### config.mk
export PLATFORM = sky130hd
export DESIGN_NAME = evc_top
export DESIGN_NICKNAME = d
export VERILOG_FILES = /design/src/common/evc_pkg.sv /design/src/logic/evc_top.sv /design/src/logic/evc_prescaler.sv
export SDC_FILE = /design/constraint.sdc
export NUM_CORES = 1
export LEC_CHECK = 0
export BUFFER_PORTS_ARGS = -buffer_cell sky130_fd_sc_hd__buf_2
export CORE_MARGIN = 2
export CORE_UTILIZATION = 67
export DETAILED_ROUTE_END_ITERATION = 6
export PLACE_DENSITY_LB_ADDON = 0.12
export RECOVER_POWER = 25
export SETUP_SLACK_MARGIN = 0.5
export SYNTH_ARGS = -nofsm -noshare
export SYNTH_HDL_FRONTEND = slang
export SYNTH_SLANG_ARGS = --single-unit
### constraint.sdc
create_clock -name mclk -period 4.2 [get_ports mclk]
set_input_delay 0 -clock mclk [delete_from_list [all_inputs] [get_ports mclk]]
set_output_delay 0 -clock mclk [all_outputs]
set_load 0.05 [all_outputs]
### src/common/evc_pkg.sv
// constants for the event capture unit with auxiliary pwm mode
// assumes one 100 MHz clock and a plain strobe register port
package evc_pkg;
  localparam int DATA_W = 32;
  localparam int ADDR_W = 8;
  // register byte offsets
  localparam logic [7:0] OFF_COUNT = 8'h00;
  localparam logic [7:0] OFF_PHASE = 8'h04;
  localparam logic [7:0] OFF_CAPTURE_REG_ONE  = 8'h08;
  localparam logic [7:0] OFF_CAPTURE_REG_TWO  = 8'h0c;
  localparam logic [7:0] OFF_CAPTURE_REG_THREE  = 8'h10;
  localparam logic [7:0] OFF_CAPTURE_REG_FOUR  = 8'h14;
  localparam logic [7:0] OFF_CTL1  = 8'h18;
  localparam logic [7:0] OFF_CTL2  = 8'h1c;
  localparam logic [7:0] OFF_ENA   = 8'h20;
  localparam logic [7:0] OFF_FLAG  = 8'h24;
  localparam logic [7:0] OFF_CLR   = 8'h28;
  localparam logic [7:0] OFF_FRC   = 8'h2c;
  // control_reg_one fields
  localparam int CR1_W       = 14;
  localparam int CR1_POL_LSB = 0;
  localparam int CR1_RST_LSB = 4;
  localparam int CR1_LDEN    = 8;
  localparam int CR1_PRE_LSB = 9;
  localparam int PRE_W       = 5;
  // control_reg_two fields
  localparam int CR2_W        = 11;
  localparam int CR2_ONESHOT  = 0;
  localparam int CR2_STOP_LSB = 1;
  localparam int CR2_REARM    = 3;
  localparam int CR2_RUN      = 4;
  localparam int CR2_SYNCEN   = 5;
  localparam int CR2_SWSYNC   = 6;
  localparam int CR2_PWM      = 9;
  localparam int CR2_POL      = 10;
  // event flag positions
  localparam int FLG_W    = 8;
  localparam int FLG_INT  = 0;
  localparam int FLG_CEVT = 1;
  localparam int FLG_OVF  = 5;
  localparam int FLG_PRD  = 6;
  localparam int FLG_CMP  = 7;
  // reset values and counter maximum
  localparam logic [13:0] CR1_RST   = 14'h0000;
  localparam logic [10:0] CR2_RST   = 11'h010;
  localparam logic [31:0] CNT_MAX   = 32'hffffffff;
  localparam logic [31:0] WORD_ZERO = 32'h00000000;
endpackage : evc_pkg

### src/logic/evc_top.sv
// event capture unit: four timestamps per sequence, or a single pwm output
// assumes strobe register port in mclk domain, pin and sync_in synchronous
//
// Added by the designer: the address-and-strobe port and the placing of the registers.
`timescale 1ns/1ns
module evc_top (
  input  wire logic        mclk,
  input  wire logic        reset,
  input  wire logic [7:0]  addr,
  input  wire logic [31:0] wdata,
  input  wire logic        wr_en,
  input  wire logic        rd_en,
  output logic      [31:0] rdata,
  input  wire logic        pin_in,
  input  wire logic        sync_in,
  output logic             pin_out,
  output logic             pin_oe_n,
  output logic             irq
);
  logic [31:0] time_base_count_reg;
  logic [31:0] phase_reg;
  logic [31:0] capture_reg_one_reg;
  logic [31:0] capture_reg_two_reg;
  logic [31:0] capture_reg_three_reg;
  logic [31:0] capture_reg_four_reg;
  logic [13:0] control_reg_one_reg;
  logic [10:0] control_reg_two_reg;
  logic [7:0]  event_enable_reg;
  logic [7:0]  event_flag_reg;
  logic [7:0]  event_flag_next;
  logic [1:0]  event_sequencer_reg;
  logic        armed_reg;
  logic [3:0]  capture_load_strobes_reg;
  logic        pre_prev_reg;
  logic        pin_out_reg;
  logic        pin_oe_n_reg;
  logic        irq_reg;
  logic [31:0] rdata_reg;

  logic wr_count;
  logic wr_phase;
  logic wr_capture_reg_one;
  logic wr_capture_reg_two;
  logic wr_capture_reg_three;
  logic wr_capture_reg_four;
  logic wr_ctl1;
  logic wr_ctl2;
  logic wr_ena;
  logic wr_clr;
  logic wr_frc;

  logic        aux_pwm_mode;
  logic        pwm_output_polarity;
  logic        capture_load_enable;
  logic        one_shot;
  logic        count_run;
  logic [1:0]  stop_value;
  logic [3:0]  edge_polarity;
  logic [3:0]  counter_reset_sel;
  logic [4:0]  prescale_sel;
  logic        rearm;
  logic        sync_hit;
  logic        pre_sig;
  logic        rise_edge;
  logic        fall_edge;
  logic        edge_hit;
  logic        capture_event;
  logic        stop_hit;
  logic [3:0]  event_onehot;
  logic        counter_clear;
  logic        period_match;
  logic        compare_match;
  logic        counter_overflow_event;
  logic        irq_fire;
  logic [7:0]  flag_set;
  logic [7:0]  flag_clr;

  // register port write decode
  assign wr_count = wr_en && (addr == evc_pkg::OFF_COUNT);
  assign wr_phase = wr_en && (addr == evc_pkg::OFF_PHASE);
  assign wr_capture_reg_one  = wr_en && (addr == evc_pkg::OFF_CAPTURE_REG_ONE);
  assign wr_capture_reg_two  = wr_en && (addr == evc_pkg::OFF_CAPTURE_REG_TWO);
  assign wr_capture_reg_three  = wr_en && (addr == evc_pkg::OFF_CAPTURE_REG_THREE);
  assign wr_capture_reg_four  = wr_en && (addr == evc_pkg::OFF_CAPTURE_REG_FOUR);
  assign wr_ctl1  = wr_en && (addr == evc_pkg::OFF_CTL1);
  assign wr_ctl2  = wr_en && (addr == evc_pkg::OFF_CTL2);
  assign wr_ena   = wr_en && (addr == evc_pkg::OFF_ENA);
  assign wr_clr   = wr_en && (addr == evc_pkg::OFF_CLR);
  assign wr_frc   = wr_en && (addr == evc_pkg::OFF_FRC);

  // control field views
  assign edge_polarity       = control_reg_one_reg[evc_pkg::CR1_POL_LSB +: 4];
  assign counter_reset_sel   = control_reg_one_reg[evc_pkg::CR1_RST_LSB +: 4];
  assign capture_load_enable = control_reg_one_reg[evc_pkg::CR1_LDEN];
  assign prescale_sel = control_reg_one_reg[evc_pkg::CR1_PRE_LSB +: evc_pkg::PRE_W];
  assign one_shot            = control_reg_two_reg[evc_pkg::CR2_ONESHOT];
  assign stop_value          = control_reg_two_reg[evc_pkg::CR2_STOP_LSB +: 2];
  assign count_run           = control_reg_two_reg[evc_pkg::CR2_RUN];
  assign aux_pwm_mode        = control_reg_two_reg[evc_pkg::CR2_PWM];
  assign pwm_output_polarity = control_reg_two_reg[evc_pkg::CR2_POL];
  assign rearm = wr_ctl2 && wdata[evc_pkg::CR2_REARM];

  // hardware sync when enabled, or forced by a control write
  assign sync_hit = (sync_in && control_reg_two_reg[evc_pkg::CR2_SYNCEN])
                  || (wr_ctl2 && wdata[evc_pkg::CR2_SWSYNC]);

  // input divider; pin is only an input outside pwm mode
  evc_prescaler #(
    .SEL_W (evc_pkg::PRE_W)
  ) u_prescaler (
    .mclk    (mclk),
    .reset   (reset),
    .sig_in  (pin_in && !aux_pwm_mode),
    .sel     (prescale_sel),
    .sig_out (pre_sig)
  );

  // edge detect on the prescaled signal
  always_ff @(posedge mclk) begin
    if (reset) begin
      pre_prev_reg <= 1'b0;
    end else begin
      pre_prev_reg <= pre_sig;
    end
  end

  assign rise_edge = pre_sig && !pre_prev_reg;
  assign fall_edge = !pre_sig && pre_prev_reg;
  // polarity chosen by the event slot the sequencer points at
  assign edge_hit  = edge_polarity[event_sequencer_reg] ? fall_edge : rise_edge;
  // continuous mode never freezes, so no armed check there
  assign capture_event = !aux_pwm_mode && (armed_reg || !one_shot) && edge_hit;
  assign stop_hit = capture_event && one_shot
                 && (event_sequencer_reg == stop_value);
  assign event_onehot = capture_event ? (4'h1 << event_sequencer_reg) : 4'h0;

  // event sequencer and one-shot arming
  always_ff @(posedge mclk) begin
    if (reset) begin
      event_sequencer_reg <= 2'h0;
      armed_reg           <= 1'b1;
    end else if (rearm) begin
      event_sequencer_reg <= 2'h0;
      armed_reg           <= 1'b1;
    end else if (stop_hit) begin
      armed_reg           <= 1'b0;
    end else if (capture_event) begin
      event_sequencer_reg <= event_sequencer_reg + 2'h1;
    end
  end

  // load strobes: high one cycle, register loads as the strobe drops
  always_ff @(posedge mclk) begin
    if (reset) begin
      capture_load_strobes_reg <= 4'h0;
    end else begin
      capture_load_strobes_reg <= event_onehot & {4{capture_load_enable}};
    end
  end

  // control register one; load enable self-clears on a one-shot stop
  always_ff @(posedge mclk) begin
    if (reset) begin
      control_reg_one_reg <= evc_pkg::CR1_RST;
    end else if (wr_ctl1) begin
      control_reg_one_reg <= wdata[13:0];
    end else if (stop_hit) begin
      control_reg_one_reg[evc_pkg::CR1_LDEN] <= 1'b0;
    end
  end

  // control register two; re-arm and forced sync are not stored
  always_ff @(posedge mclk) begin
    if (reset) begin
      control_reg_two_reg <= evc_pkg::CR2_RST;
    end else if (wr_ctl2) begin
      control_reg_two_reg <= wdata[10:0];
      control_reg_two_reg[evc_pkg::CR2_REARM]  <= 1'b0;
      control_reg_two_reg[evc_pkg::CR2_SWSYNC] <= 1'b0;
    end
  end

  // phase offset register
  always_ff @(posedge mclk) begin
    if (reset) begin
      phase_reg <= evc_pkg::WORD_ZERO;
    end else if (wr_phase) begin
      phase_reg <= wdata;
    end
  end

  assign counter_clear = |(capture_load_strobes_reg & counter_reset_sel);
  assign period_match  = aux_pwm_mode && (time_base_count_reg == capture_reg_one_reg);
  assign compare_match = aux_pwm_mode && (time_base_count_reg == capture_reg_two_reg);
  // wrap only when the counter runs from CNT_MAX back to zero, not on a period return below it
  assign counter_overflow_event = count_run && !wr_count && !sync_hit && !counter_clear
                               && (time_base_count_reg == evc_pkg::CNT_MAX);

  // time base counter
  always_ff @(posedge mclk) begin
    if (reset) begin
      time_base_count_reg <= evc_pkg::WORD_ZERO;
    end else if (wr_count) begin
      time_base_count_reg <= wdata;
    end else if (sync_hit) begin
      time_base_count_reg <= phase_reg;
    end else if (counter_clear) begin
      time_base_count_reg <= evc_pkg::WORD_ZERO;
    end else if (count_run && period_match) begin
      time_base_count_reg <= evc_pkg::WORD_ZERO;
    end else if (count_run) begin
      time_base_count_reg <= time_base_count_reg + 32'h1;
    end
  end

  // active period / first timestamp
  always_ff @(posedge mclk) begin
    if (reset) begin
      capture_reg_one_reg <= evc_pkg::WORD_ZERO;
    end else if (wr_capture_reg_one) begin
      capture_reg_one_reg <= wdata;
    end else if (period_match) begin
      capture_reg_one_reg <= capture_reg_three_reg;
    end else if (capture_load_strobes_reg[0]) begin
      capture_reg_one_reg <= time_base_count_reg;
    end
  end

  // active compare / second timestamp
  always_ff @(posedge mclk) begin
    if (reset) begin
      capture_reg_two_reg <= evc_pkg::WORD_ZERO;
    end else if (wr_capture_reg_two) begin
      capture_reg_two_reg <= wdata;
    end else if (period_match) begin
      capture_reg_two_reg <= capture_reg_four_reg;
    end else if (capture_load_strobes_reg[1]) begin
      capture_reg_two_reg <= time_base_count_reg;
    end
  end

  // shadow period / third timestamp; active writes mirror here in pwm
  always_ff @(posedge mclk) begin
    if (reset) begin
      capture_reg_three_reg <= evc_pkg::WORD_ZERO;
    end else if (wr_capture_reg_three || (wr_capture_reg_one && aux_pwm_mode)) begin
      capture_reg_three_reg <= wdata;
    end else if (capture_load_strobes_reg[2]) begin
      capture_reg_three_reg <= time_base_count_reg;
    end
  end

  // shadow compare / fourth timestamp
  always_ff @(posedge mclk) begin
    if (reset) begin
      capture_reg_four_reg <= evc_pkg::WORD_ZERO;
    end else if (wr_capture_reg_four || (wr_capture_reg_two && aux_pwm_mode)) begin
      capture_reg_four_reg <= wdata;
    end else if (capture_load_strobes_reg[3]) begin
      capture_reg_four_reg <= time_base_count_reg;
    end
  end

  // pwm pin: active while counter is below compare, inverted for active low
  always_ff @(posedge mclk) begin
    if (reset) begin
      pin_out_reg  <= 1'b0;
      pin_oe_n_reg <= 1'b1;
    end else begin
      pin_oe_n_reg <= !aux_pwm_mode;
      if (aux_pwm_mode) begin
        pin_out_reg <= pwm_output_polarity
                     ^ (time_base_count_reg < capture_reg_two_reg);
      end else begin
        pin_out_reg <= 1'b0;
      end
    end
  end

  // event enables
  always_ff @(posedge mclk) begin
    if (reset) begin
      event_enable_reg <= 8'h00;
    end else if (wr_ena) begin
      event_enable_reg <= {wdata[7:1], 1'b0};
    end
  end

  // event set, force and clear terms; set always beats clear
  always_comb begin
    flag_set = 8'h00;
    flag_set[evc_pkg::FLG_CEVT +: 4] = event_onehot;
    flag_set[evc_pkg::FLG_OVF] = counter_overflow_event;
    flag_set[evc_pkg::FLG_PRD] = period_match;
    flag_set[evc_pkg::FLG_CMP] = compare_match;
    if (wr_frc) begin
      flag_set = flag_set | {wdata[7:1], 1'b0};
    end
    flag_set[evc_pkg::FLG_INT] = irq_fire;
    flag_clr = wr_clr ? wdata[7:0] : 8'h00;
    event_flag_next = (event_flag_reg & ~flag_clr) | flag_set;
  end

  // pulse only while the global flag is clear
  assign irq_fire = !event_flag_reg[evc_pkg::FLG_INT]
                 && |(event_flag_reg & event_enable_reg);

  // latched event flags and interrupt pulse
  always_ff @(posedge mclk) begin
    if (reset) begin
      event_flag_reg <= 8'h00;
      irq_reg        <= 1'b0;
    end else begin
      event_flag_reg <= event_flag_next;
      irq_reg        <= irq_fire;
    end
  end

  // read data, valid only in the cycle after the read strobe
  always_ff @(posedge mclk) begin
    if (reset || !rd_en) begin
      rdata_reg <= evc_pkg::WORD_ZERO;
    end else begin
      case (addr)
        evc_pkg::OFF_COUNT: rdata_reg <= time_base_count_reg;
        evc_pkg::OFF_PHASE: rdata_reg <= phase_reg;
        evc_pkg::OFF_CAPTURE_REG_ONE:  rdata_reg <= capture_reg_one_reg;
        evc_pkg::OFF_CAPTURE_REG_TWO:  rdata_reg <= capture_reg_two_reg;
        evc_pkg::OFF_CAPTURE_REG_THREE:  rdata_reg <= capture_reg_three_reg;
        evc_pkg::OFF_CAPTURE_REG_FOUR:  rdata_reg <= capture_reg_four_reg;
        evc_pkg::OFF_CTL1:  rdata_reg <= {18'h0, control_reg_one_reg};
        evc_pkg::OFF_CTL2:  rdata_reg <= {21'h0, control_reg_two_reg};
        evc_pkg::OFF_ENA:   rdata_reg <= {24'h0, event_enable_reg};
        evc_pkg::OFF_FLAG:  rdata_reg <= {24'h0, event_flag_reg};
        default:            rdata_reg <= evc_pkg::WORD_ZERO;
      endcase
    end
  end

  assign rdata    = rdata_reg;
  assign pin_out  = pin_out_reg;
  assign pin_oe_n = pin_oe_n_reg;
  assign irq      = irq_reg;
endmodule : evc_top

### src/logic/evc_prescaler.sv
// even-factor divider for the capture input pulse train
// assumes sig_in is already synchronous to mclk
`timescale 1ns/1ns
module evc_prescaler #(
  parameter int SEL_W = 5
) (
  input  wire logic             mclk,
  input  wire logic             reset,
  input  wire logic             sig_in,
  input  wire logic [SEL_W-1:0] sel,
  output logic                  sig_out
);
  logic             prev_reg;
  logic             div_reg;
  logic [SEL_W-1:0] cnt_reg;
  logic             rise;

  assign rise = sig_in & ~prev_reg;

  // toggle once per sel rising edges: one period per 2*sel inputs
  always_ff @(posedge mclk) begin
    if (reset) begin
      prev_reg <= 1'b0;
      div_reg  <= 1'b0;
      cnt_reg  <= '0;
    end else begin
      prev_reg <= sig_in;
      if (sel == '0) begin
        div_reg <= 1'b0;
        cnt_reg <= '0;
      end else if (rise) begin
        if (cnt_reg >= sel - 1'b1) begin
          div_reg <= ~div_reg;
          cnt_reg <= '0;
        end else begin
          cnt_reg <= cnt_reg + 1'b1;
        end
      end
    end
  end

  // zero field bypasses the divider completely
  assign sig_out = (sel == '0) ? sig_in : div_reg;
endmodule : evc_prescaler

# Yosys cells after proc, flatten, opt, wreduce, memory -nomap -nowiden
# Cells that the tools add are included.
[word_totals]
rom_bits = 0
reg_bits = 280
ram_bits = 0
out_inout_bits = 35
in_bits = 46
latch_bits = 0
word_cells = 144
mem_count = 0
[classes]
n_shift = 1
multipliers = 0
magnitude_cmp = 3
eq_ne = 15
add_sub_neg = 4
n_div = 0
n_reduce_logical = 60
n_bitwise = 13
mux = 26
[op_table]
columns = ["cell", "n"]
rows = [
  ["32-bit two-way mux", 15],
  ["32-bit case mux with 10 select lines", 1],
  ["32-bit equality test", 2],
  ["32-bit by 1-bit adder with 32-bit output, second input constant", 1],
  ["32-bit equality test, second input constant", 1],
  ["8-bit by 5-bit equality test with 1-bit output, second input constant", 4],
  ["8-bit by 6-bit equality test with 1-bit output, second input constant", 4],
  ["32-bit < comparator", 1],
  ["1-bit logical AND", 31],
  ["8-bit AND", 2],
  ["8-bit by 4-bit equality test with 1-bit output, second input constant", 2],
  ["8-bit two-way mux", 2],
  ["8-bit OR", 2],
  ["1-bit zero test", 9],
  ["4-bit AND", 2],
  ["8-bit by 3-bit equality test with 1-bit output, second input constant", 1],
  ["8-bit zero test", 1],
  ["8-bit inverter", 1],
  ["8-bit OR reduction", 1],
  ["2-bit nonzero test", 3],
  ["3-bit nonzero test", 2],
  ["2-bit OR reduction", 3],
  ["5-bit by 1-bit adder with 5-bit output, second input constant", 1],
  ["5-bit >= comparator", 1],
  ["other kinds (17)", 29],
]

# Logic depth before layout (Yosys ltp)
[logic_depth]
word_depth = 11
mapped_depth = 11

# Modules after synthesis
# Synthesis repeated with hierarchy kept, for this count alone.
[unflattened]
hier_cells = 1907
area_unflattened_um2 = 15645.0
[by_module_without_submodules]
columns = ["module", "seq_area_each_um2", "n_inst", "area_each_um2", "cells_each"]
rows = [
  ["evc_top", 5465.2, 1, 15134.5, 1852],
  ["evc_prescaler", 140.1, 1, 510.5, 55],
]

# Worst setup path after synthesis
# No wires, ideal clock.
[synth_path]
path_kind = "register -> register"
startpoint = "reg time_base_count_reg[25]"
endpoint = "reg time_base_count_reg[11]"
period_less_slack_ns = 2.462
t_required_ns = 4.077
t_arrival_ns = 2.338
stages_incl_launch_ff = 11
setup_slack_ns = 1.738
setup_time_ns = 0.123
cell_sequence = "dfxtp_1 clkbuf_1 xor2_1 nor4_1 nand4_1 or4_1 buf_6 o21a_1 buf_2 a221oi_1 o2bb2ai_1"
[synth_via]
elab_chain_cells = 7
word_cells_on_any_way = 8
classes_between = "1 x eq/ne; 4 x mux; 3 x reduce/logical"
[synth_rtl]
columns = ["item", "line_no", "text"]
rows = [
  ["start, declared", "evc_top.sv:20", "logic [31:0] time_base_count_reg;"],
  ["start signal, assigned", "evc_top.sv:202", "time_base_count_reg <= evc_pkg::WORD_ZERO;"],
  ["start signal, assigned", "evc_top.sv:204", "time_base_count_reg <= wdata;"],
  ["start signal, assigned", "evc_top.sv:206", "time_base_count_reg <= phase_reg;"],
  ["32-bit equality test (*)", "evc_top.sv:193", "assign period_match = aux_pwm_mode && (time_base_count_reg == capture_reg_one_reg);"],
  ["1-bit logical AND (*)", "evc_top.sv:193", ""],
  ["1-bit logical AND (*)", "evc_top.sv:209", "end else if (count_run && period_match) begin"],
  ["32-bit two-way mux", "evc_top.sv:209", ""],
  ["32-bit two-way mux", "evc_top.sv:207", "end else if (counter_clear) begin"],
  ["32-bit two-way mux", "evc_top.sv:205", "end else if (sync_hit) begin"],
  ["32-bit two-way mux", "evc_top.sv:203", "end else if (wr_count) begin"],
]
# Every way passes the cells marked *; elsewhere a longest branch is shown, timed or not.
# A chain may end at the register's enable or synchronous reset.

# Worst setup path in the final report
[layout_path]
startpoint = "in wr_en"
endpoint = "reg phase_reg[15]"
[layout_via]
elab_chain_cells = 1
[layout_rtl]
columns = ["item", "line_no", "text"]
rows = [
  ["start, declared", "evc_top.sv:11", "input wire logic wr_en,"],
  ["1-bit logical AND", "evc_top.sv:80", "assign wr_phase = wr_en && (addr == evc_pkg::OFF_PHASE);"],
  ["end signal, assigned", "evc_top.sv:186", "phase_reg <= evc_pkg::WORD_ZERO;"],
  ["end signal, assigned", "evc_top.sv:188", "phase_reg <= wdata;"],
  ["end, declared", "evc_top.sv:21", "logic [31:0] phase_reg;"],
]
# Every way passes these cells.

==> impl_results.md <==
- Status: finished with violations
- Failing checks: design-rule violations, max-capacitance violations, max-slew violations
- Syn_area_per_cell: approximately 8.3 um2
- Reg2Reg Launch Point: time_base_count_reg[2]
- Post-synth top flop: dfxtp_1
- Final nets: 1967
- Drt wl/cell: 24.90 um
- Top-count cell post-synth: dfxtp_1
- R2R cell count: 8
- Number of vias per cell: 7.204
- Chip Width: 155.1 um
- Fill count: 1708
- Ys async rst share: 0
- Max-slew violations: between 90 and 100
- Maximum vdd drop: ~320 uV
- Worst-Margin Slew: 2.852 ns
- # IOs: 81
- Final setup TNS: 0 ns
- Post-place instance area: 15690 um2
- P&R area growth vs syn: 11.81%
- 1st-iter DRT viols: 2315
- Arrival @ worst endpoint: roughly 4.1 ns
- Seq cells post-synth: 280
- Yosys warns: 0
- DR pass1 iterations: 7
- Utilization after layout: 0.7604
- Synthesized area: 15300 um2
- CP max FO: 32
- Number of different library cells in the post-synthesis netlist: 76
- Clk root buf: clkbuf_16
- Gr usage total: 0.4443
- Register area share after synthesis: 0.3663
- Critical path cell sequence: dlygate4sd3_1 > clkbuf_1 > clkbuf_1 > nand2_2 > nand2_1 > a21oi_1 > dlygate4sd3_1
- Clock sinks: 280
- Final hold vios: 0
- Peak Freq: 273.0 MHz
- RSZ-0062 raised after global routing: false
- Largest net degree at the start of global routing: 65
- Initial Utilization: 0.6801
- CP peak stage delay: 1.14 ns
- Post-Route WL: 54.35 mm
- Die area: 24070 um2
- # setup viols final: 0
- Post-synth top cells: dfxtp_1, nor2_1, nand2_1, clkbuf_1, a21oi_1
- Cell count after placement: 2087
- Clk_lat worst skew: just under 0.6 ns
- Post-route non-filler standard cell count: roughly 2200
- Pleak: 0.006594 uW
- Yosys top cell area share: 0.3663
- Post-Syn Nets: 1944
- Chip height: ~160 um
- Worst Setup End Kind: register
- CTS tree: built
- CP max-delay cell: clkbuf_1
- Worst setup path start: wr_en
- Power per Cell Area: between 300 and 400 nW/um2
- Post-DP HPWL: about 33 mm
- Max_cap viols: 2
- Crit Path Class: in -> reg
- Synth top area cells: dfxtp_1, mux2i_1, a22oi_1, nor2_1, nand2_1
- Num CTS Buffers: 30
- Syn Inst Count: roughly 1900
- Fin area: 17110 um2
- Max clock buf depth: 3
- Setup slack, reg-to-reg: 0.82 ns
- GPL Wtd Cong: 0.9710
- Initial antenna violation count: 0
- Tcrit/Tclk final: 0.8722
- Drc violations: 1
- Hold_ws: 0.06914 ns
- Antenna-violating nets left: 0
- Layout Skew: 0.01474 ns
- Share of layout cells above drive strength 1: 0.09220
- Clock slew seen by the registers of the worst setup and hold paths: 0.06 ns
- R2r endpoint: time_base_count_reg[15]
- Hold/Removal Path Class: in -> reg
- # diodes: 0
- Post-CTS Setup Bufs: 0
- CORE AREA: roughly 23000 um2
- GRT Residual Overflow: 0
- Period minus WS final: between 3 and 4 ns
- Port Buffers: 80
- Vias in the first global route: 15560
- Row count: 55
- H-tree levels: 1
- Largest area contributor in the netlist: dfxtp_1
- Post-synth EDFFs: 0
- CP Launch Type: primary input
- First-pass GRT wire length: 84.61 mm
- Routed vias: roughly 16000
- Crit path to: phase_reg[15]
- WP data required: 4.65 ns
- Worst rel slew slack: -0.9017
## timing repair
action | CTS | global route
hold buffers | 42 | 0
gates resized for setup | 0 | 0
endpoints found under the hold margin | 225 | 0
## cells by family after synthesis
kind of cell,Yosys count,share of synthesized area
xor+xnor,49,0.02804
fa+ha+maj,45,0.03679
compound gates,569,0.2620
mux,108,0.07145
simple gates,571,0.1704
flops,280,0.3663
buf+inv,231,0.06508
## worst max-delay path: cells and delay by family
kind,cells,cell delay [ns]
compound gates,1,0.11
simple gates,2,1.31
buf+inv,4,2.68
## worst min-delay path by stage
stage / startpoint / to / depth (start not counted)
finish: sync_in / time_base_count_reg[8] / 5
global route: sync_in / time_base_count_reg[8] / 5
CTS: sync_in / time_base_count_reg[8] / 5
detailed placement: pin_in / u_prescaler.prev_reg / 3
global placement: pin_in / u_prescaler.prev_reg / 3
floorplan: wdata[27] / phase_reg[27] / 2
## cell usage in the layout, fill, tap and decap left out, types with 14 or more instances in the layout
cell type      instances
buf_2                 43
o21ai_0               60
ha_1                  45
nor2_1               194
xnor2_1               16
clkbuf_16             30
a22o_1                18
and3_1                47
inv_1                 54
nand2_1              168
dlygate4sd3_1         42
a22oi_1              112
nand3_1               53
a31oi_1               47
a21o_1                14
nor3_1                15
a21oi_1              123
buf_4                 43
xor2_1                33
clkbuf_8              14
clkbuf_1              42
dfxtp_1              278
a211oi_1              69
nand4_1               16
mux2i_1              107
a32o_1                32
a221oi_1              29
## final cells by class
type | instances | area (um2) | share of cell area
clock buffer | 47 | 954.7 | 0.05579
sequential | 280 | 5608 | 0.3277
tap | 285 | 356.6 | 0.02084
clock inverter | 7 | 103.9 | 0.006069
multi-input combinational | 1342 | 8770 | 0.5125
timing repair buffer | 168 | 1116 | 0.06522
inverter | 54 | 202.7 | 0.01185
## where the power goes
group / internal [uW] / leakage [uW] / switching (uW)
Combinational: 97.7 / 0.00381 / 195
Clock: 1680 / 0.000526 / 1130
Sequential: 2670 / 0.00226 / 19.9
## through the flow
stage,setup slack (ns),power [uW]
global placement,0.9244,2992
global route,0.4383,5893
detailed placement,0.8616,2999
CTS,0.8521,5759
floorplan,1.738,2887
finish,0.5368,5785
## per-layer routing
layer | track usage | vias up | share of wire
li1 | - | 6871 | -
met1 | 0.5615 | 7294 | 0.36
met2 | 0.6878 | 1248 | 0.44
met3 | 0.1164 | 314 | 0.14
met4 | 0.2575 | 0 | 0.061
met5 | 0 | - | 0
(Power assumes the default switching activity.)
